[src/logic/uart_rx_pkg.sv]
/*
  constants shared by the receiver top, its baud timer and its buffer.
  assumes nothing of its surroundings.
*/
`default_nettype none
package uart_rx_pkg;
  // ****************************************
  // register byte offsets
  // ****************************************
  localparam logic [4:0] RSC_OFFSET  = 5'h00;
  localparam logic [4:0] DATA_OFFSET = 5'h04;
  localparam logic [4:0] BCON_OFFSET = 5'h08;
  localparam logic [4:0] TSC_OFFSET  = 5'h0c;
  localparam logic [4:0] DIVL_OFFSET = 5'h10;
  localparam logic [4:0] DIVH_OFFSET = 5'h14;
  localparam logic [4:0] IEN_OFFSET  = 5'h18;
  // ****************************************
  // field positions
  // ****************************************
  localparam int SERIAL_PORT_ENABLE_BIT  = 7;
  localparam int RX9_BIT   = 6;
  localparam int CONTINUOUS_RECEIVE_ENABLE_BIT  = 4;
  localparam int ADDRESS_DETECT_ENABLE_BIT = 3;
  localparam int FRAMING_ERROR_FLAG_BIT  = 2;
  localparam int OVERRUN_ERROR_FLAG_BIT  = 1;
  localparam int NINTH_BIT = 0;
  localparam int IDLE_BIT  = 6;
  localparam int SIXTEEN_BIT_BAUD_SELECT_BIT = 3;
  localparam int SYNC_BIT  = 4;
  localparam int HIGH_SPEED_BAUD_SELECT_BIT  = 2;
  localparam int RIE_BIT   = 0;
  localparam int RFLAG_BIT = 1;
  // ****************************************
  // reset values and counts
  // ****************************************
  localparam logic [7:0] CTRL_RESET = 8'h00;
  localparam logic [7:0] DIV_RESET  = 8'h00;
  localparam int         RX_DEPTH   = 2;
  localparam logic [3:0] LAST_LONG  = 4'hf;
  localparam logic [3:0] MID_LONG   = 4'h8;
  localparam logic [3:0] LAST_SHORT = 4'h3;
  localparam logic [3:0] MID_SHORT  = 4'h2;
  localparam logic [1:0] PRESC_LAST = 2'h3;
  localparam logic [3:0] BITS_EIGHT = 4'h8;
  localparam logic [3:0] BITS_NINE  = 4'h9;
  typedef enum logic [3:0] {
    ST_IDLE  = 4'b0001,
    ST_START = 4'b0010,
    ST_DATA  = 4'b0100,
    ST_STOP  = 4'b1000
  } rx_state_t;
endpackage : uart_rx_pkg
`default_nettype wire

[src/logic/baud_timer.sv]
/*
  free running baud timer giving one sampling tick per period.
  assumes a synchronous active low reset copy from the top.
*/
`timescale 1ns/100ps
`default_nettype none
module baud_timer
  import uart_rx_pkg::*;
#(
  parameter int DIV_W = 16
)(
  // clock and reset
  input  wire logic             clk_in,
  input  wire logic             rst_n_in,
  // setup
  input  wire logic [DIV_W-1:0] divisor_in,
  input  wire logic             sixteen_bit_in,
  input  wire logic             slow_in,
  input  wire logic             clear_in,
  // tick
  output logic                  tick_out
);
  localparam logic [DIV_W-1:0] LOW_MASK = {DIV_W{1'b1}} >> (DIV_W / 2);
  logic [DIV_W-1:0] cnt_reg;
  logic [1:0]       presc_reg;
  logic [DIV_W-1:0] reload;
  logic             presc_done;
  assign reload     = sixteen_bit_in ? divisor_in : (divisor_in & LOW_MASK);
  assign presc_done = !slow_in || (presc_reg == PRESC_LAST);
  always_ff @(posedge clk_in or negedge rst_n_in)
  begin
    if (!rst_n_in)
    begin
      cnt_reg   <= '0;
      presc_reg <= '0;
      tick_out  <= 1'b0;
    end
    else if (clear_in)
    begin
      cnt_reg   <= reload;
      presc_reg <= '0;
      tick_out  <= 1'b0;
    end
    else
    begin
      tick_out  <= 1'b0;
      presc_reg <= slow_in ? presc_reg + 2'h1 : 2'h0;
      if (presc_done)
      begin
        if (cnt_reg == '0)
        begin
          cnt_reg  <= reload;
          tick_out <= 1'b1;
        end
        else
        begin
          cnt_reg <= cnt_reg - 1'b1;
        end
      end
    end
  end
endmodule : baud_timer
`default_nettype wire

[src/logic/rx_buffer.sv]
/*
  small first in first out store for received characters.
  assumes push is never given while full; flush empties it.
*/
`timescale 1ns/100ps
`default_nettype none
module rx_buffer
  import uart_rx_pkg::*;
#(
  parameter int W     = 10,
  parameter int DEPTH = RX_DEPTH
)(
  // clock and reset
  input  wire logic         clk_in,
  input  wire logic         rst_n_in,
  // control
  input  wire logic         flush_in,
  input  wire logic         push_in,
  input  wire logic [W-1:0] push_data_in,
  input  wire logic         pop_in,
  // state
  output logic [W-1:0]      top_out,
  output logic              empty_out,
  output logic              full_out
);
  localparam int AW = (DEPTH > 1) ? $clog2(DEPTH) : 1;
  localparam int CW = $clog2(DEPTH + 1);
  localparam logic [AW-1:0] LAST_IDX = AW'(DEPTH - 1);
  localparam logic [CW-1:0] FULL_CNT = CW'(DEPTH);
  logic [W-1:0]  mem_reg [DEPTH];
  logic [AW-1:0] wr_reg;
  logic [AW-1:0] rd_reg;
  logic [CW-1:0] cnt_reg;
  logic          do_pop;
  assign empty_out = (cnt_reg == '0);
  assign full_out  = (cnt_reg == FULL_CNT);
  assign top_out   = mem_reg[rd_reg];
  assign do_pop    = pop_in && !empty_out;
  always_ff @(posedge clk_in or negedge rst_n_in)
  begin
    if (!rst_n_in)
    begin
      wr_reg  <= '0;
      rd_reg  <= '0;
      cnt_reg <= '0;
    end
    else if (flush_in)
    begin
      wr_reg  <= '0;
      rd_reg  <= '0;
      cnt_reg <= '0;
    end
    else
    begin
      if (push_in)
      begin
        wr_reg <= (wr_reg == LAST_IDX) ? '0 : wr_reg + 1'b1;
      end
      if (do_pop)
      begin
        rd_reg <= (rd_reg == LAST_IDX) ? '0 : rd_reg + 1'b1;
      end
      if (push_in && !do_pop)
      begin
        cnt_reg <= cnt_reg + 1'b1;
      end
      else if (do_pop && !push_in)
      begin
        cnt_reg <= cnt_reg - 1'b1;
      end
    end
  end
  // storage holds no reset; empty state hides stale entries
  always_ff @(posedge clk_in)
  begin
    if (push_in)
    begin
      mem_reg[wr_reg] <= push_data_in;
    end
  end
endmodule : rx_buffer
`default_nettype wire

[src/logic/uart_rx.sv]
/*
  asynchronous serial receiver with baud timer and avalon register slave.
  assumes a remote transmitter on rx_pin_in and one avalon master.
*/
// What this block does
// - two stored characters; third sets overrun
// - overrun keeps buffer readable, blocks reception
// - overrun clears by receive or port disable
// - nine bit select shifts nine bits
// - address mode stores only ninth-bit-set characters
// - receive flag on transfer; interrupt if enabled
// - address mode characters show ninth bit one
// - baud timer eight bits, sixteen when selected
// - divisor sets period; mode bits set multiplier
// - synchronous mode ignores high speed select
// - divisor write clears baud timer at once
// - sixteen times sampling, midpoint start (fastest mode: four, start at bit end), majority
// - stop bit zero sets stored framing error
// - receive flag read-only, enabled and unread
`timescale 1ns/100ps
`default_nettype none
module uart_rx
  import uart_rx_pkg::*;
(
  // clock and reset
  input  wire logic        sys_clk_in,
  input  wire logic        rstn_in,
  // serial line
  input  wire logic        rx_pin_in,
  // avalon slave
  input  wire logic [4:0]  avs_address_in,
  input  wire logic        avs_read_in,
  input  wire logic        avs_write_in,
  input  wire logic [31:0] avs_writedata_in,
  input  wire logic [3:0]  avs_byteenable_in,
  output logic [31:0]      avs_readdata_out,
  output logic             avs_waitrequest_out,
  // interrupt request
  output logic             rx_irq_out
);
  // ****************************************
  // declarations
  // ****************************************
  logic       rst_meta_reg;
  logic       rst_n;
  logic       rx_meta_reg;
  logic       rx_sync_reg;
  logic [7:0] ctrl_reg;
  logic       sixteen_bit_baud_select_reg;
  logic       sync_reg;
  logic       high_speed_baud_select_reg;
  logic       rie_reg;
  logic [7:0] div_low_reg;
  logic [7:0] div_high_reg;
  logic       overrun_error_flag_reg;
  logic       rflag_reg;
  rx_state_t  state_reg;
  logic [3:0] tick_cnt_reg;
  logic [3:0] bit_cnt_reg;
  logic [8:0] shift_reg;
  logic [1:0] samp_reg;
  logic       pop_pend_reg;
  logic       serial_port_enable;
  logic       continuous_receive_enable;
  logic       rx9;
  logic       address_detect_enable;
  logic       enabled;
  logic       short_bit;
  logic [3:0] last_tick;
  logic [3:0] mid_tick;
  logic [3:0] nbits;
  logic       baud_tick;
  logic       vote;
  logic       at_mid;
  logic       char_done;
  logic [8:0] char_data;
  logic       accept;
  logic       fifo_push;
  logic       fifo_pop;
  logic [9:0] fifo_top;
  logic       fifo_empty;
  logic       fifo_full;
  logic       wr_commit;
  logic       rd_take;
  logic       div_write;
  logic [31:0] read_mux;
  assign serial_port_enable  = ctrl_reg[SERIAL_PORT_ENABLE_BIT];
  assign continuous_receive_enable  = ctrl_reg[CONTINUOUS_RECEIVE_ENABLE_BIT];
  assign rx9   = ctrl_reg[RX9_BIT];
  assign address_detect_enable = ctrl_reg[ADDRESS_DETECT_ENABLE_BIT];
  assign enabled = serial_port_enable && continuous_receive_enable && !sync_reg;
  // ****************************************
  // reset and pin synchronisers
  // ****************************************
  always_ff @(posedge sys_clk_in or negedge rstn_in)
  begin
    if (!rstn_in)
    begin
      rst_meta_reg <= 1'b0;
      rst_n        <= 1'b0;
    end
    else
    begin
      rst_meta_reg <= 1'b1;
      rst_n        <= rst_meta_reg;
    end
  end
  // line idles high
  always_ff @(posedge sys_clk_in or negedge rst_n)
  begin
    if (!rst_n)
    begin
      rx_meta_reg <= 1'b1;
      rx_sync_reg <= 1'b1;
    end
    else
    begin
      rx_meta_reg <= rx_pin_in;
      rx_sync_reg <= rx_meta_reg;
    end
  end
  // ****************************************
  // register slave
  // ****************************************
  // one wait cycle: accept, then complete with waitrequest low
  assign wr_commit = avs_write_in && !avs_waitrequest_out
                     && avs_byteenable_in[0];
  assign rd_take   = avs_read_in && avs_waitrequest_out;
  assign div_write = wr_commit && ((avs_address_in == DIVL_OFFSET)
                     || (avs_address_in == DIVH_OFFSET));
  always_ff @(posedge sys_clk_in or negedge rst_n)
  begin
    if (!rst_n)
    begin
      avs_waitrequest_out <= 1'b1;
    end
    else
    begin
      avs_waitrequest_out <= !(avs_waitrequest_out
                               && (avs_read_in || avs_write_in));
    end
  end
  always_ff @(posedge sys_clk_in or negedge rst_n)
  begin
    if (!rst_n)
    begin
      ctrl_reg     <= CTRL_RESET;
      sixteen_bit_baud_select_reg    <= 1'b0;
      sync_reg     <= 1'b0;
      high_speed_baud_select_reg     <= 1'b0;
      rie_reg      <= 1'b0;
      div_low_reg  <= DIV_RESET;
      div_high_reg <= DIV_RESET;
    end
    else if (wr_commit)
    begin
      if (avs_address_in == RSC_OFFSET)
      begin
        ctrl_reg <= avs_writedata_in[7:0]
                    & ~(8'h01 << FRAMING_ERROR_FLAG_BIT)
                    & ~(8'h01 << OVERRUN_ERROR_FLAG_BIT)
                    & ~(8'h01 << NINTH_BIT);
      end
      else if (avs_address_in == BCON_OFFSET)
      begin
        sixteen_bit_baud_select_reg <= avs_writedata_in[SIXTEEN_BIT_BAUD_SELECT_BIT];
      end
      else if (avs_address_in == TSC_OFFSET)
      begin
        sync_reg <= avs_writedata_in[SYNC_BIT];
        high_speed_baud_select_reg <= avs_writedata_in[HIGH_SPEED_BAUD_SELECT_BIT];
      end
      else if (avs_address_in == DIVL_OFFSET)
      begin
        div_low_reg <= avs_writedata_in[7:0];
      end
      else if (avs_address_in == DIVH_OFFSET)
      begin
        div_high_reg <= avs_writedata_in[7:0];
      end
      else if (avs_address_in == IEN_OFFSET)
      begin
        rie_reg <= avs_writedata_in[RIE_BIT];
      end
    end
  end
  always_comb
  begin
    read_mux = 32'h0000_0000;
    if (avs_address_in == RSC_OFFSET)
    begin
      read_mux[7:0] = ctrl_reg;
      read_mux[FRAMING_ERROR_FLAG_BIT]  = fifo_top[9] && !fifo_empty;
      read_mux[OVERRUN_ERROR_FLAG_BIT]  = overrun_error_flag_reg;
      read_mux[NINTH_BIT] = fifo_top[8] && !fifo_empty;
    end
    else if (avs_address_in == DATA_OFFSET)
    begin
      read_mux[7:0] = fifo_empty ? 8'h00 : fifo_top[7:0];
    end
    else if (avs_address_in == BCON_OFFSET)
    begin
      read_mux[IDLE_BIT]  = (state_reg == ST_IDLE);
      read_mux[SIXTEEN_BIT_BAUD_SELECT_BIT] = sixteen_bit_baud_select_reg;
    end
    else if (avs_address_in == TSC_OFFSET)
    begin
      read_mux[SYNC_BIT] = sync_reg;
      read_mux[HIGH_SPEED_BAUD_SELECT_BIT] = high_speed_baud_select_reg;
    end
    else if (avs_address_in == DIVL_OFFSET)
    begin
      read_mux[7:0] = div_low_reg;
    end
    else if (avs_address_in == DIVH_OFFSET)
    begin
      read_mux[7:0] = div_high_reg;
    end
    else if (avs_address_in == IEN_OFFSET)
    begin
      read_mux[RIE_BIT]   = rie_reg;
      read_mux[RFLAG_BIT] = rflag_reg;
    end
  end
  // pop only what was returned, so a late push is never lost
  always_ff @(posedge sys_clk_in or negedge rst_n)
  begin
    if (!rst_n)
    begin
      avs_readdata_out <= 32'h0000_0000;
      pop_pend_reg     <= 1'b0;
    end
    else if (rd_take)
    begin
      avs_readdata_out <= read_mux;
      pop_pend_reg     <= (avs_address_in == DATA_OFFSET) && !fifo_empty;
    end
    else
    begin
      pop_pend_reg <= 1'b0;
    end
  end
  assign fifo_pop = pop_pend_reg && avs_read_in && !avs_waitrequest_out;
  // ****************************************
  // baud timer
  // ****************************************
  // multiplier from mode bits
  assign short_bit = sixteen_bit_baud_select_reg && high_speed_baud_select_reg && !sync_reg;
  baud_timer #(
    .DIV_W          (16)
  ) u_baud (
    .clk_in         (sys_clk_in),
    .rst_n_in       (rst_n),
    .divisor_in     ({div_high_reg, div_low_reg}),
    .sixteen_bit_in (sixteen_bit_baud_select_reg),
    .slow_in        (!sixteen_bit_baud_select_reg && !(high_speed_baud_select_reg && !sync_reg)),
    .clear_in       (div_write),
    .tick_out       (baud_tick)
  );
  // ****************************************
  // data recovery
  // ****************************************
  // fastest mode has only four ticks per bit; vote still over three
  assign last_tick = short_bit ? LAST_SHORT : LAST_LONG;
  assign mid_tick  = short_bit ? MID_SHORT : MID_LONG;
  assign nbits     = rx9 ? BITS_NINE : BITS_EIGHT;
  assign vote   = (samp_reg[1] & samp_reg[0]) | (samp_reg[1] & rx_sync_reg)
                  | (samp_reg[0] & rx_sync_reg);
  assign at_mid = baud_tick && (tick_cnt_reg == mid_tick + 4'h1);
  always_ff @(posedge sys_clk_in or negedge rst_n)
  begin
    if (!rst_n)
    begin
      tick_cnt_reg <= 4'h0;
      samp_reg     <= 2'h3;
    end
    else if (state_reg == ST_IDLE)
    begin
      tick_cnt_reg <= 4'h0;
    end
    else if (baud_tick)
    begin
      tick_cnt_reg <= (tick_cnt_reg == last_tick) ? 4'h0
                                                  : tick_cnt_reg + 4'h1;
      samp_reg     <= {samp_reg[0], rx_sync_reg};
    end
  end
  // no new start while overrun stands
  always_ff @(posedge sys_clk_in or negedge rst_n)
  begin
    if (!rst_n)
    begin
      state_reg   <= ST_IDLE;
      bit_cnt_reg <= 4'h0;
      shift_reg   <= 9'h000;
    end
    else if (!enabled)
    begin
      state_reg <= ST_IDLE;
    end
    else
    begin
      case (state_reg)
        ST_IDLE:
        begin
          bit_cnt_reg <= 4'h0;
          if (!rx_sync_reg && !overrun_error_flag_reg)
          begin
            state_reg <= ST_START;
          end
        end
        ST_START:
        begin
          if (at_mid)
          begin
            state_reg <= vote ? ST_IDLE : ST_DATA;
          end
        end
        ST_DATA:
        begin
          if (at_mid)
          begin
            shift_reg   <= {vote, shift_reg[8:1]};
            bit_cnt_reg <= bit_cnt_reg + 4'h1;
            // leave on the last data sample: in short mode the sample
            // and the bit end coincide, so waiting would eat the stop bit
            if (bit_cnt_reg == nbits - 4'h1)
            begin
              state_reg <= ST_STOP;
            end
          end
        end
        ST_STOP:
        begin
          if (at_mid)
          begin
            state_reg <= ST_IDLE;
          end
        end
        default:
        begin
          state_reg <= ST_IDLE;
        end
      endcase
    end
  end
  assign char_done = enabled && (state_reg == ST_STOP) && at_mid;
  assign char_data = rx9 ? shift_reg : {1'b0, shift_reg[8:1]};
  assign accept    = char_done && !(address_detect_enable && !char_data[8]);
  assign fifo_push = accept && !fifo_full;
  // ****************************************
  // receive buffer and flags
  // ****************************************
  // stop bit zero stored as framing error
  rx_buffer #(
    .W            (10),
    .DEPTH        (RX_DEPTH)
  ) u_buf (
    .clk_in       (sys_clk_in),
    .rst_n_in     (rst_n),
    .flush_in     (!serial_port_enable),
    .push_in      (fifo_push),
    .push_data_in ({!vote, char_data}),
    .pop_in       (fifo_pop),
    .top_out      (fifo_top),
    .empty_out    (fifo_empty),
    .full_out     (fifo_full)
  );
  // cleared only by receive or port disable
  always_ff @(posedge sys_clk_in or negedge rst_n)
  begin
    if (!rst_n)
    begin
      overrun_error_flag_reg <= 1'b0;
    end
    else if (!serial_port_enable || !continuous_receive_enable)
    begin
      overrun_error_flag_reg <= 1'b0;
    end
    else if (accept && fifo_full)
    begin
      overrun_error_flag_reg <= 1'b1;
    end
  end
  // flag follows enable and unread data
  always_ff @(posedge sys_clk_in or negedge rst_n)
  begin
    if (!rst_n)
    begin
      rflag_reg  <= 1'b0;
      rx_irq_out <= 1'b0;
    end
    else
    begin
      rflag_reg  <= enabled && !fifo_empty;
      rx_irq_out <= enabled && !fifo_empty && rie_reg;
    end
  end
endmodule : uart_rx
`default_nettype wire

[config.mk]
export PLATFORM = sky130hd
export DESIGN_NAME = uart_rx
export DESIGN_NICKNAME = d
export VERILOG_FILES = /design/src/logic/uart_rx_pkg.sv /design/src/logic/baud_timer.sv /design/src/logic/rx_buffer.sv /design/src/logic/uart_rx.sv
export SDC_FILE = /design/constraint.sdc
export NUM_CORES = 1
export LEC_CHECK = 0
export ABC_AREA = 1
export BUFFER_PORTS_ARGS = -buffer_cell sky130_fd_sc_hd__buf_2
export CAP_MARGIN = 10
export CORE_AREA = 2 2 106 108
export CTS_BUF_LIST = sky130_fd_sc_hd__clkbuf_4
export DETAILED_ROUTE_END_ITERATION = 10
export DIE_AREA = 0 0 108 110
export GPL_ROUTABILITY_DRIVEN = 0
export GPL_TIMING_DRIVEN = 0
export PLACE_DENSITY = 0.79
export SLEW_MARGIN = 20
export SYNTH_ARGS = -nofsm -noshare
export SYNTH_HDL_FRONTEND = slang
export SYNTH_SLANG_ARGS = --single-unit
export TNS_END_PERCENT = 20
[constraint.sdc]
create_clock -name sys_clk_in -period 2.85 [get_ports sys_clk_in]
set_clock_uncertainty 0.15 [all_clocks]
set_input_delay 0.1425 -clock sys_clk_in [delete_from_list [all_inputs] [get_ports sys_clk_in]]
set_output_delay 0.1425 -clock sys_clk_in [all_outputs]
set_load 0.01 [all_outputs]
# [Yosys cells after proc, flatten, opt, wreduce, memory -nomap -nowiden]
# Memories as Yosys holds them, arrays and structs flattened.
# Cells that the tools add are included.
[word_totals] reg_bits=88 ram_bits=20 inputBits=46 output_inout_bits=34 wordCells=198 mem_count=1
[classes] n_addsub=10 n_eq_ne=24 mux=57 bitwise_logic=11 reduce_logical=67
[memory_table] memory="u_buf.mem_reg" words=2 width=10 rd=1 rd_ports_with_merged_regs=0 write_ports=1 line="rx_buffer.sv:30" rtl="logic [W-1:0] mem_reg [DEPTH];"
[ops] cell="two-way mux 16 bit" n=4
[ops] cell="two-way mux 4 bit" n=12
[ops] cell="two-way mux 8 bit" n=4
[ops] cell="logical AND 1 bit" n=29
[ops] cell="two-way mux 1 bit" n=21
[ops] cell="two-way mux 2 bit" n=9
[ops] cell="zero test 1 bit" n=17
[ops] cell="zero test 16 bit" n=1
[ops] cell="one-hot mux 4 bit (4 select lines)" n=1
[ops] cell="subtractor 16 x 1 -> 16 bit (second input constant)" n=1
[ops] cell="equality test 5 bit (second input constant)" n=3
[ops] cell="adder 4 x 1 -> 4 bit (second input constant)" n=3
[ops] cell="equality test 4 bit" n=3
[ops] cell="!= test 3 bit (second input constant)" n=4
[ops] cell="equality test 5 x 4 -> 1 bit (second input constant)" n=2
[ops] cell="AND reduction 5 bit" n=2
[ops] cell="two-way mux 3 bit" n=3
[ops] cell="two-way mux 9 bit" n=1
[ops] cell="AND reduction 3 bit" n=3
[ops] cell="one-hot mux 4 bit (2 select lines)" n=1
[ops] cell="nonzero test 2 bit" n=4
[ops] cell="AND reduction 7 bit" n=1
[ops] cell="two-way mux 6 bit" n=1
[ops] cell="inverter 1 bit" n=6
[ops] cell="22 further kinds" n=33

# [Depth between registers and ports, before layout]
# Gate-level depths: netlist of the first run.
[depth] word_depth=14 depth_mapped=12 depth_no_buf=11

# [Modules after synthesis]
# A second synthesis of the first run with hierarchy kept.
[hier_totals] cells_unflattened=735 area_unflattened_um2=5928.2
[by_module_without_submodules] mod="uart_rx" n_inst=1 cells_each=446 area_each_um2=3557.2 seq_area_each_um2=1634.1
[by_module_without_submodules] mod="baud_timer" n_inst=1 cells_each=202 area_each_um2=1402.6 seq_area_each_um2=475.5
[by_module_without_submodules] mod="rx_buffer" n_inst=1 cells_each=87 area_each_um2=968.4 seq_area_each_um2=700.7

# [Worst setup path after synthesis of the first run]
# OpenSTA, ideal clock, no wires.
[synth_path] path_kind="flip-flop to flip-flop" start="register sync_reg" end="memory u_buf.mem_reg[1][0] (enable)" setup_ns=0.376 arrival_ns=1.542 required_ns=2.324 setup_slack_ns=0.782 path_stages_with_launch=8 path_buffers=0 synth_period_minus_slack_ns=2.068 path_cell_list="dfrtp_1 > inv_2 > nand3_2 > nand2_2 > nand3_2 > nor2_8 > nand3_4 > nor2_1"
[synth_via] elab_chain_cells=11 elab_cells_between_ends=13 classes_between="add/sub: 1; eq/ne: 1; mux: 3; reduce/logical: 8"
[synth_rtl] element="from (decl)" line="uart_rx.sv:50" rtl="logic sync_reg;"
[synth_rtl] element="from (signal assigned)" line="uart_rx.sv:170" rtl="sync_reg <= avs_writedata_in[SYNC_BIT];"
[synth_rtl] element="zero test 1 bit (*)" line="uart_rx.sv:91, uart_rx.sv:248"
[synth_rtl] element="logical AND 1 bit" line="uart_rx.sv:248" rtl="assign short_bit = sixteen_bit_baud_select_reg && high_speed_baud_select_reg && !sync_reg;"
[synth_rtl] element="two-way mux 4 bit" line="uart_rx.sv:265" rtl="assign mid_tick = short_bit ? MID_SHORT : MID_LONG;"
[synth_rtl] element="adder 4 x 1 -> 4 bit" line="uart_rx.sv:269" rtl="assign at_mid = baud_tick && (tick_cnt_reg == mid_tick + 4'h1);"
[synth_rtl] element="equality test 4 bit" line="uart_rx.sv:269"
[synth_rtl] element="logical AND 1 bit" line="uart_rx.sv:269"
[synth_rtl] element="logical AND 1 bit (*)" line="uart_rx.sv:347" rtl="assign char_done = enabled && (state_reg == ST_STOP) && at_mid;"
[synth_rtl] element="logical AND 1 bit (*)" line="uart_rx.sv:349" rtl="assign accept = char_done && !(address_detect_enable && !char_data[8]);"
[synth_rtl] element="logical AND 1 bit (*)" line="uart_rx.sv:350" rtl="assign fifo_push = accept && !fifo_full;"
[synth_rtl] element="two-way mux 1 bit (*)" line="rx_buffer.sv:76" rtl="if (push_in)"
[synth_rtl] element="two-way mux 1 bit (implied by the code) (*)" line="rx_buffer.sv:78" rtl="mem_reg[wr_reg] <= push_data_in;"
[synth_rtl] element="to (decl)" line="rx_buffer.sv:30"
# Every way passes the cells marked *; elsewhere a longest branch is shown, timed or not.

# [Final worst setup path of the first run]
[layout_path] start="input port avs_address_in[0]" end="register rie_reg"
[layout_via] elab_chain_cells=3 elab_cells_between_ends=12 classes_between="eq/ne: 5; bitwise: 5; reduce/logical: 2"
[layout_rtl] element="from (decl)" line="uart_rx.sv:31" rtl="input wire logic [4:0] avs_address_in,"
[layout_rtl] element="equality test 5 x 4 -> 1 bit, or another cell as far along" line="uart_rx.sv:168" rtl="else if (avs_address_in == TSC_OFFSET)"
[layout_rtl] element="inverter 1 bit (no line)"
[layout_rtl] element="AND reduction 7 bit (no line) (*)"
[layout_rtl] element="to (signal assigned)" line="uart_rx.sv:183" rtl="rie_reg <= avs_writedata_in[RIE_BIT];"
[layout_rtl] element="to (decl)" line="uart_rx.sv:52" rtl="logic rie_reg;"
# Marks and branches as above.
# A chain may end at the register's enable or synchronous reset.

==> results of run 1 <==
## per-stage QoR
stage | hold slack, ps | instance area (um2) | std cells | TNS [ps] | utilization [%]
after floorplan | -303 | 5800 | 706 | 0 | -
after global placement | -222 | 6120 | 874 | -68200 | 57.2
after detailed placement | -217 | 6140 | 875 | 0 | 57.4
after CTS | 120 | 6500 | 912 | 0 | 60.8
after global routing | 116 | 6500 | 912 | 0 | 60.8
final | 143 | 6500 | 912 | 0 | 60.8
## critical path: stages
cell,delay [ps]
dlygate4sd3_1,540
buf_2,130
nor2_4,70
dlygate4sd3_1,640
nand2_2,120
nor3_1,230
inv_1,90
nand2_1,60
inv_1,70
a21oi_1,140
a31oi_1,50
dlygate4sd3_1,560
## power breakdown
part           internal, uW  leakage, uW  total [uW]  switching, uW
sequential             1740      0.00130        1900            154
clock                   290    0.0000849         844            554
combinational           412      0.00169        1040            626
total                  2440      0.00307        3780           1330
## layout by cell type (no fill, tap or decap), types with 7 or more instances in the layout
master / count
a21oi_1: 25
buf_2: 34
buf_4: 27
clkbuf_4: 9
conb_1: 25
dfrtp_1: 81
dlygate4sd3_1: 21
edfxtp_1: 20
inv_1: 73
inv_2: 9
nand2_1: 169
nand2_2: 11
nand3_1: 33
nand4_1: 14
nor2_1: 54
nor3_1: 7
o21ai_0: 37
o21ai_1: 26
o21ai_2: 10
xor2_1: 14
## path summary, 6_finish.rpt
| path | from | endpoint | slack [ps] | depth (start not counted) |
|---|---|---|---|---|
| max in group asynchronous | rst_n | samp_reg[1] | 1680 | 1 |
| max reg2reg | sync_reg | u_buf.mem_reg[1][7] | 460 | 7 |
| min in group asynchronous | rst_n | state_reg[1] | 200 | 0 |
| min | rx_pin_in | rx_meta_reg | 140 | 2 |
| min reg2reg | rst_n | state_reg[1] | 200 | 0 |
| max | avs_address_in[0] | rie_reg | 240 | 12 |
## kinds of logic after synthesis
| family | count (synthesis) |
|---|---|
| other cells | 2 |
| xor+xnor | 16 |
| simple gates | 309 |
| buf+inv | 124 |
| compound gates | 119 |
| flops | 108 |
| fa+ha+maj | 5 |
## cell type report
class	instances	share of cell area, %
plain buffers	39	4.15
clock buffers	9	1.04
clock inverters	7	1.35
inverters	85	4.98
multi-input cells	474	36.8
flip-flops and latches	108	43.3
well taps	140	2.69
repair buffers	50	5.69
## routing by layer
metal	part of all wire, %	track usage [%]
met1	41	27.5
met2	53	41.3
met3	5.2	4.35
met4	1.2	7.60
met5	0	0
==> summary.txt, run 1 <==
Synth
  – Most common cell in the netlist: nand2_1
  – Xor/xnor cell area share of the yosys netlist: 2.45%
  – Yosys reg bits: 108
  – Commonest cells in the netlist: 169 x nand2_1, 82 x dfrtp_1, 73 x inv_1
  – Unique masters post-synth: 44
  – Yosys warning count: 0
  – Ys async rst share: 81.5%
  – Share of the synthesized area in the top cell type: 35.9%
  – Number of synthesized flops with an enable pin: 20
  – Post-synth top area cell: dfrtp_1
  – Post-synthesis mux area share: 0%
  – Post-synthesis compound-gate area fraction: 12.2%
  – Cell Area, Synth: 5710 um2
  – Ranking of synthesized cells by area: dfrtp_1 36%, nand2_1 11%, edfxtp_1 11%
  – Post-Synthesis Cells: 683
  – Largest family of logic cells by synthesized area: simple AND/OR/NAND/NOR gates
  – Adder-Cell Fraction of Synth Area: 1.09%
  – Main synth FF type: dfrtp_1
  – Sequential area share after synthesis: 49.2%
  – Post-Syn Area per Cell: 8.37 um2
  – Simple-gate share of the synthesized area: 24.6%

Clock tree
  – CTS root buf: clkbuf_4
  – CTS H-tree depth: 3
  – TritonCTS buffer count: 9
  – Resized Gates After CTS: 0
  – Worst-skew pair later-pin latency: 480 ps
  – Clock-pin slew on the worst setup and hold paths: 180 ps
  – CTS Sinks: 108
  – CTS tree: yes
  – Cts hold-fix bufs: 21
  – Max Root-Sink Buffers: 2
  – Post-CTS setup repair buffer count: 0

Job
  – Maxcap violations: 0

Timing
  – F_max: 383 MHz
  – Fin crit period: 2610 ps
  – RSZ-0062 raised after global routing: false
  – Fin. max-slew vios: 0
  – Worst setup margin: 241 ps
  – Final period util: 91.5%
  – Rel. slew slack: 47.1%
  – Slew @ Worst Pin: 790 ps
  – Hold Vio Cnt, Final: 0
  – # setup viols final: 0

Floorplan
  – Die width: 108 um
  – Die area: 11,900 um2
  – Total I/O pin count: 80
  – Core area: 10,700 um2
  – Initial Util: 53.4%
  – Die height: 110 um
  – Row count: 38

Route
  – DR WL/cell: 13.6 um
  – Total number of vias: 4,727
  – DRC viols: 0
  – Vias per inst: 5.18
  – Drt pass-1 iters: 5
  – Final ANT Viol Nets: 0
  – Final WL: 12.4 mm
  – 1st-iter DRT viols: 294

Place
  – PortBufs: 28
  – Dpl ws: 460 ps
  – Detail Placement HPWL: 9.42 mm

Global routing
  – First-pass GRT wire length: 21.3 mm
  – Vias in the first global route: 4,540
  – GR Util All Layers: 22.8%
  – Remaining global-route overflow: 0
  – Largest net degree at the start of global routing: 47
  – Initial antenna violation count: 0

Critical path
  – Crit path DAT: 2850 ps
  – Data required time of the critical path: 3090 ps
  – Critical Path End Type: flip-flop
  – Crit Path Class: primary input to flip-flop
  – CP Launch Type: primary input
  – Max FO, Critical Path: 5

Status
  – Status: complete, no violations

Final layout
  – Area taken by multi-input logic gates: 2400 um2
  – Register area: 2810 um2
  – Layout cells sized above 1: 18.1%
  – Layout net count: 818
  – Max reg flops: 20
  – Area growth from synthesis to layout: 13.8%
  – Fillers: 916
  – Antenna diode count: 0

Power
  – Pleak: 0.00307 uW
  – Max VDD drop: 0.478 mV
  – P per Cell Area: 581 nW/um2
  – Pwr Total: 3780 uW

Hold path
  – Path type of the worst min-delay path: primary input to flip-flop
Note: power is estimated with default switching activity, not from simulation.
==> run 2, diff against run 1 <==
- CAP_MARGIN: 10 -> default
- MAX_ROUTING_LAYER: default -> met4
==> summary.txt, run 2 (synthesized netlist as in run 1, its figures left out) <==
Clock tree
  – CTS H-tree depth: 3 (unchanged)
  – CTS tree: yes
  – Cts hold-fix bufs: 21 (unchanged)
  – CTS Sinks: 108 (unchanged)
  – CTS root buf: clkbuf_4
  – Resized Gates After CTS: 0 (unchanged)
  – Max Root-Sink Buffers: 2 (unchanged)
  – Post-CTS setup repair buffer count: 0 (unchanged)
  – Clock-pin slew on the worst setup and hold paths: 170 ps (about the same)
  – TritonCTS buffer count: 9 (unchanged)
  – Worst-skew pair later-pin latency: 470 ps (about the same)

Job
  – Maxcap violations: 0 (unchanged)

Floorplan
  – Die height: 110 um (unchanged)
  – Total I/O pin count: 80 (unchanged)
  – Die area: 11,900 um2 (unchanged)
  – Row count: 38 (unchanged)
  – Die width: 108 um (unchanged)
  – Initial Util: 53.4% (unchanged)
  – Core area: 10,700 um2 (unchanged)

Global routing
  – Remaining global-route overflow: 0 (unchanged)
  – Vias in the first global route: 4,545 (+0.11%)
  – Largest net degree at the start of global routing: 47 (unchanged)
  – First-pass GRT wire length: 21.3 mm (unchanged)
  – GR Util All Layers: 23.5% (+0.67 points)
  – Initial antenna violation count: 0 (unchanged)

Final layout
  – Antenna diode count: 0 (unchanged)
  – Fillers: 916 (unchanged)
  – Most common cell after layout, fill and taps aside: nand2_1
  – Area growth from synthesis to layout: 13.8% (unchanged)
  – Max reg flops: 20 (unchanged)
  – Most frequent cells in the layout: 169 x nand2_1, 81 x dfrtp_1, 73 x inv_1
  – Layout net count: 818 (unchanged)
  – Layout cells sized above 1: 18.1% (unchanged)

Place
  – Dpl ws: 460 ps (unchanged)
  – Detail Placement HPWL: 9.42 mm (unchanged)
  – PortBufs: 28 (unchanged)

Timing
  – Final period util: 91.7% (+0.15 points)
  – Rel. slew slack: 47.2% (+0.048 points)
  – Hold Vio Cnt, Final: 0 (unchanged)
  – # setup viols final: 0 (unchanged)
  – RSZ-0062 raised after global routing: false
  – Fin. max-slew vios: 0 (unchanged)
  – Fin crit period: 2610 ps (+4.29 ps)
  – Setup_tns: 0 ps (unchanged)
  – Worst setup margin: 237 ps (-4.29 ps)
  – F_max: 383 MHz (-0.16%)
  – Slew @ Worst Pin: 790 ps (-0.718 ps)

Hold path
  – Path type of the worst min-delay path: primary input to flip-flop

Route
  – Final ANT Viol Nets: 0 (unchanged)
  – DR WL/cell: 13.5 um (-0.40%)
  – 1st-iter DRT viols: 321 (+9.2%)
  – DRC viols: 0 (unchanged)
  – Final WL: 12.3 mm (-0.40%)
  – Vias per inst: 5.17 (-0.23%)
  – Drt pass-1 iters: 5 (unchanged)
  – Total number of vias: 4,716 (-0.23%)

Power
  – Pwr Total: 3780 uW (about the same)
  – Max VDD drop: 0.475 mV (-0.57%)
  – P per Cell Area: 581 nW/um2 (about the same)
  – Seq pwr share: 50.2% (about the same)
  – P_int: 2440 uW (about the same)
  – Pleak: 0.00307 uW (unchanged)
  – Comb power frac: 27.5% (about the same)
  – Clock power frac: 22.3% (about the same)
  – Switching Share: 35.4% (about the same)
  – NetSw: 1340 uW (+0.15%)

Critical path
  – CP Launch Type: primary input
  – Reg2reg setup slack: 470 ps (about the same)
  – Data required time of the critical path: 3090 ps (about the same)
  – Crit path DAT: 2850 ps (about the same)
  – Crit Path Class: primary input to flip-flop
  – Critical Path End Type: flip-flop
  – Max FO, Critical Path: 5 (unchanged)

Status
  – Status: complete, no violations
-- run 2: cell counts in the layout (fill, tap and decap cells not counted) --
No cell type changed its count.
-- run 2: worst paths after layout --
| kind | startpoint | endpoint | cells past startpoint |
|---|---|---|---|
| worst max-delay path | avs_address_in[0] | rie_reg | 12 |
| worst min-delay path | rx_pin_in | rx_meta_reg | 2 |
| worst max register to register | sync_reg | u_buf.mem_reg[1][7] | 7 |
| worst min register to register | rst_n | state_reg[1] | 0 |
| max in group asynchronous | rst_n | samp_reg[1] | 1 |
| min in group asynchronous | rst_n | state_reg[1] | 0 |
-- run 2: per-layer routing --
metal | global-route usage (%) | vias to the layer above | wire length, um
met4 | 7.60 | 0 | 212
met2 | 41.4 | 139 | 6470
met3 | 4.35 | 20 | 565
li1 | - | 2346 | -
met1 | 27.4 | 2211 | 5100
met5 | - | - | 0
-- run 2: area by class of cell --
type                       count  area (um2)  area share (%)
clock inverter                 7        87.6            1.35
timing repair buffer          50         370            5.69
sequential                   108        2810            43.3
tap                          140         175            2.69
multi-input combinational    474        2400            36.8
clock buffer                   9        67.6            1.04
buffer                        39         270            4.15
inverter                      85         324            4.98
-- run 2: worst max-delay path, cell delays in order --
cell and delay, ps:
dlygate4sd3_1 540, buf_2 130, nor2_4 70, dlygate4sd3_1 640, nand2_2 120, nor3_1 230, inv_1 90, nand2_1 60
inv_1 60, a21oi_1 130, a31oi_1 50, dlygate4sd3_1 560
-- run 2: through the flow --
step	std cells	utilization (%)	hold slack, ps	cell area (um2)
after floorplan	706	-	-303	5800
final	912	60.8	142	6500
after CTS	912	60.8	120	6500
after detailed placement	875	57.4	-217	6140
after global placement	874	57.2	-222	6120
after global routing	912	60.8	116	6500
-- run 2: power groups by stage --
stage | clock network [uW] | registers (uW) | logic [uW]
after floorplan | 0 | 1900 | 779
after global placement | 0 | 1930 | 962
after detailed placement | 0 | 1930 | 1010
after CTS | 862 | 1900 | 1040
after global routing | 914 | 1930 | 1190
final | 843 | 1900 | 1040
==> run 3, diff against run 2 <==
- BUFFER_PORTS_ARGS: -buffer_cell sky130_fd_sc_hd__buf_2 -> default
- CORE_AREA: 2 2 106 108 -> 2 2 101 103
- DIE_AREA: 0 0 108 110 -> 0 0 103 105
- DONT_BUFFER_PORTS: default -> 1
- PLACE_DENSITY: 0.79 -> 0.78
==> summary.txt, run 3 (synthesized netlist as in run 1, its figures left out) <==
Route
  – Drt pass-1 iters: 5 (unchanged)
  – Final WL: 12.9 mm (+4.2%)
  – 1st-iter DRT viols: 254 (-21%)
  – Total number of vias: 4,728 (+0.25%)
  – DR WL met2: 6.35 mm (-1.8%)
  – Final ANT Viol Nets: 0 (unchanged)
  – DR top layer: met4
  – Vias per inst: 5.34 (+3.3%)
  – DR WL/cell: 14.5 um (+7.4%)
  – Met3 Wirelength: 699 um (+24%)
  – DRC viols: 0 (unchanged)
  – Met1 WL: 5.49 mm (+7.5%)

Power
  – NetSw: 1350 uW (+0.90%)
  – P_int: 2350 uW (-3.9%)
  – P per Cell Area: 575 nW/um2 (-1.0%)
  – Max VDD drop: 0.395 mV (-17%)
  – Clock power frac: 20.6% (-1.7 points)
  – Pwr Total: 3700 uW (-2.2%)
  – Seq pwr share: 51.8% (+1.6 points)
  – Switching Share: 36.5% (+1.1 points)
  – Pleak: 0.00298 uW (-3.0%)
  – Comb power frac: 27.6% (about the same)

Critical path
  – CP bufs+invs: 4 (-2)
  – Max FO, Critical Path: 10 (+5)
  – CP Launch Type: primary input
  – CP top delay family: buffers and inverters
  – Crit path DAT: 3020 ps (+170 ps)
  – Critical Path End Type: flip-flop
  – Crit Path Class: primary input to flip-flop
  – Slowest cell on crit path: dlygate4sd3_1
  – Data required time of the critical path: 3130 ps (+40 ps)
  – Top cell by count, worst path: dlygate4sd3_1
  – Critical-path cell list: dlygate4sd3_1 > nor2_4 > nand2_2 > dlygate4sd3_1 > nor3_4 > nand2_2 > buf_2 > o21ai_1 > dlygate4sd3_1
  – Critical Path Max Stage Delay: 630 ps (about the same)

Place
  – Detail Placement HPWL: 9.35 mm (-0.74%)
  – Placed cells: 840 (-4.0%)
  – PortBufs: 0 (-100%)
  – Dpl ws: 468 ps (+8.75 ps)

Clock tree
  – CTS tree: yes
  – Max Root-Sink Buffers: 2 (unchanged)
  – Clock-pin slew on the worst setup and hold paths: 170 ps (about the same)
  – CTS Sinks: 108 (unchanged)
  – TritonCTS buffer count: 9 (unchanged)
  – Worst-skew pair later-pin latency: 490 ps (+20 ps)
  – Post-CTS setup repair buffer count: 0 (unchanged)
  – CTS H-tree depth: 3 (unchanged)
  – CTS root buf: clkbuf_4

Timing
  – RSZ-0062 raised after global routing: false
  – Hold Vio Cnt, Final: 0 (unchanged)
  – Fin. max-slew vios: 0 (unchanged)
  – Hold_ws: 115 ps (-26.6 ps)
  – Fin crit period: 2740 ps (+127 ps)
  – Worst setup margin: 110 ps (-127 ps)
  – Rel. slew slack: 45.7% (-1.5 points)
  – F_max: 365 MHz (-4.6%)
  – # setup viols final: 0 (unchanged)
  – Final period util: 96.1% (+4.5 points)
  – Slew @ Worst Pin: 811 ps (+21.9 ps)

Final layout
  – Most frequent cells in the layout: 169 x nand2_1, 81 x dfrtp_1, 73 x inv_1
  – Most common cell after layout, fill and taps aside: nand2_1
  – Post-Layout Cell Count: 885 (-3.0%)
  – Area growth from synthesis to layout: 12.5%
  – Register area: 2810 um2 (unchanged)
  – Layout cells sized above 1: 14.9% (-3.2 points)
  – Fillers: 811 (-11%)
  – Layout net count: 798 (-2.4%)
  – Antenna diode count: 0 (unchanged)
  – Max reg flops: 20 (unchanged)
  – Area taken by multi-input logic gates: 2400 um2 (unchanged)

Floorplan
  – Row count: 36 (-5.3%)
  – Die height: 105 um (-4.5%)
  – Total I/O pin count: 80 (unchanged)
  – Die width: 103 um (-4.6%)
  – Core area: 9640 um2 (-9.9%)
  – Die area: 10,800 um2 (-9.0%)
  – Initial Util: 59.3% (+5.9 points)

Global routing
  – Remaining global-route overflow: 0 (unchanged)
  – Vias in the first global route: 4,567 (+0.48%)
  – GR Util All Layers: 25.8% (+2.3 points)
  – First-pass GRT wire length: 20.9 mm (-1.8%)
  – Initial antenna violation count: 0 (unchanged)
  – Largest net degree at the start of global routing: 58 (+23%)

Job
  – Maxcap violations: 0 (unchanged)

Hold path
  – Path type of the worst min-delay path: primary input to flip-flop

Status
  – Status: complete, no violations
## run 3: path summary, 6_finish.rpt
| path | cells after the start | slack, ps | startpoint | endpoint |
|---|---|---|---|---|
| max in group asynchronous | 1 | 1750 | rst_n | avs_waitrequest_out |
| hold / removal | 7 | 110 | avs_address_in[1] | avs_readdata_out[6] |
| min in group asynchronous | 0 | 130 | rst_n | u_buf.wr_reg |
| setup / recovery | 9 | 110 | avs_address_in[0] | div_high_reg[1] |
| hold reg to reg | 0 | 130 | rst_n | u_buf.wr_reg |
| setup reg to reg | 7 | 470 | sync_reg | u_buf.mem_reg[1][6] |
## run 3: layout make-up
type / count / share of cell area, %
repair buffers: 30 / 4.95
well taps: 133 / 2.59
clock inverters: 7 / 1.09
inverters: 85 / 5.04
clock buffers: 9 / 1.05
multi-input cells: 474 / 37.3
plain buffers: 39 / 4.21
flip-flops and latches: 108 / 43.8
## run 3: metal layers
metal	global-route usage, %	up-vias
met5	-	-
met4	8.08	0
met3	7.22	31
met2	41.3	150
met1	31.6	2247
li1	-	2300
## run 3: worst min-delay path, delay by kind of cell
kind	cells	cell delay (ps)
AO/OA/AOI/OAI	1	150
buffers and inverters	1	170
AND/OR/NAND/NOR	5	270
## run 3: through the flow
stage | utilization, % | cell area, um2 | setup TNS (ps)
after floorplan | - | 5800 | 0
after global placement | 61.9 | 5970 | -71900
after detailed placement | 62.2 | 6000 | 0
after CTS | 66.7 | 6430 | 0
after global routing | 66.7 | 6430 | 0
final | 66.7 | 6430 | 0
## run 3: power by group through the flow
stage	sequential [uW]	clock [uW]	combinational, uW
floorplan	1900	0	779
global placement	1950	0	912
detailed placement	1940	0	971
CTS	1910	785	1010
global route	1940	841	1160
finish	1910	761	1020
## run 3: timing repair
item,CTS,global route
hold buffers,29,0
resized for setup,0,0
endpoints found under the hold margin,44,0
setup endpoints to repair,0,0
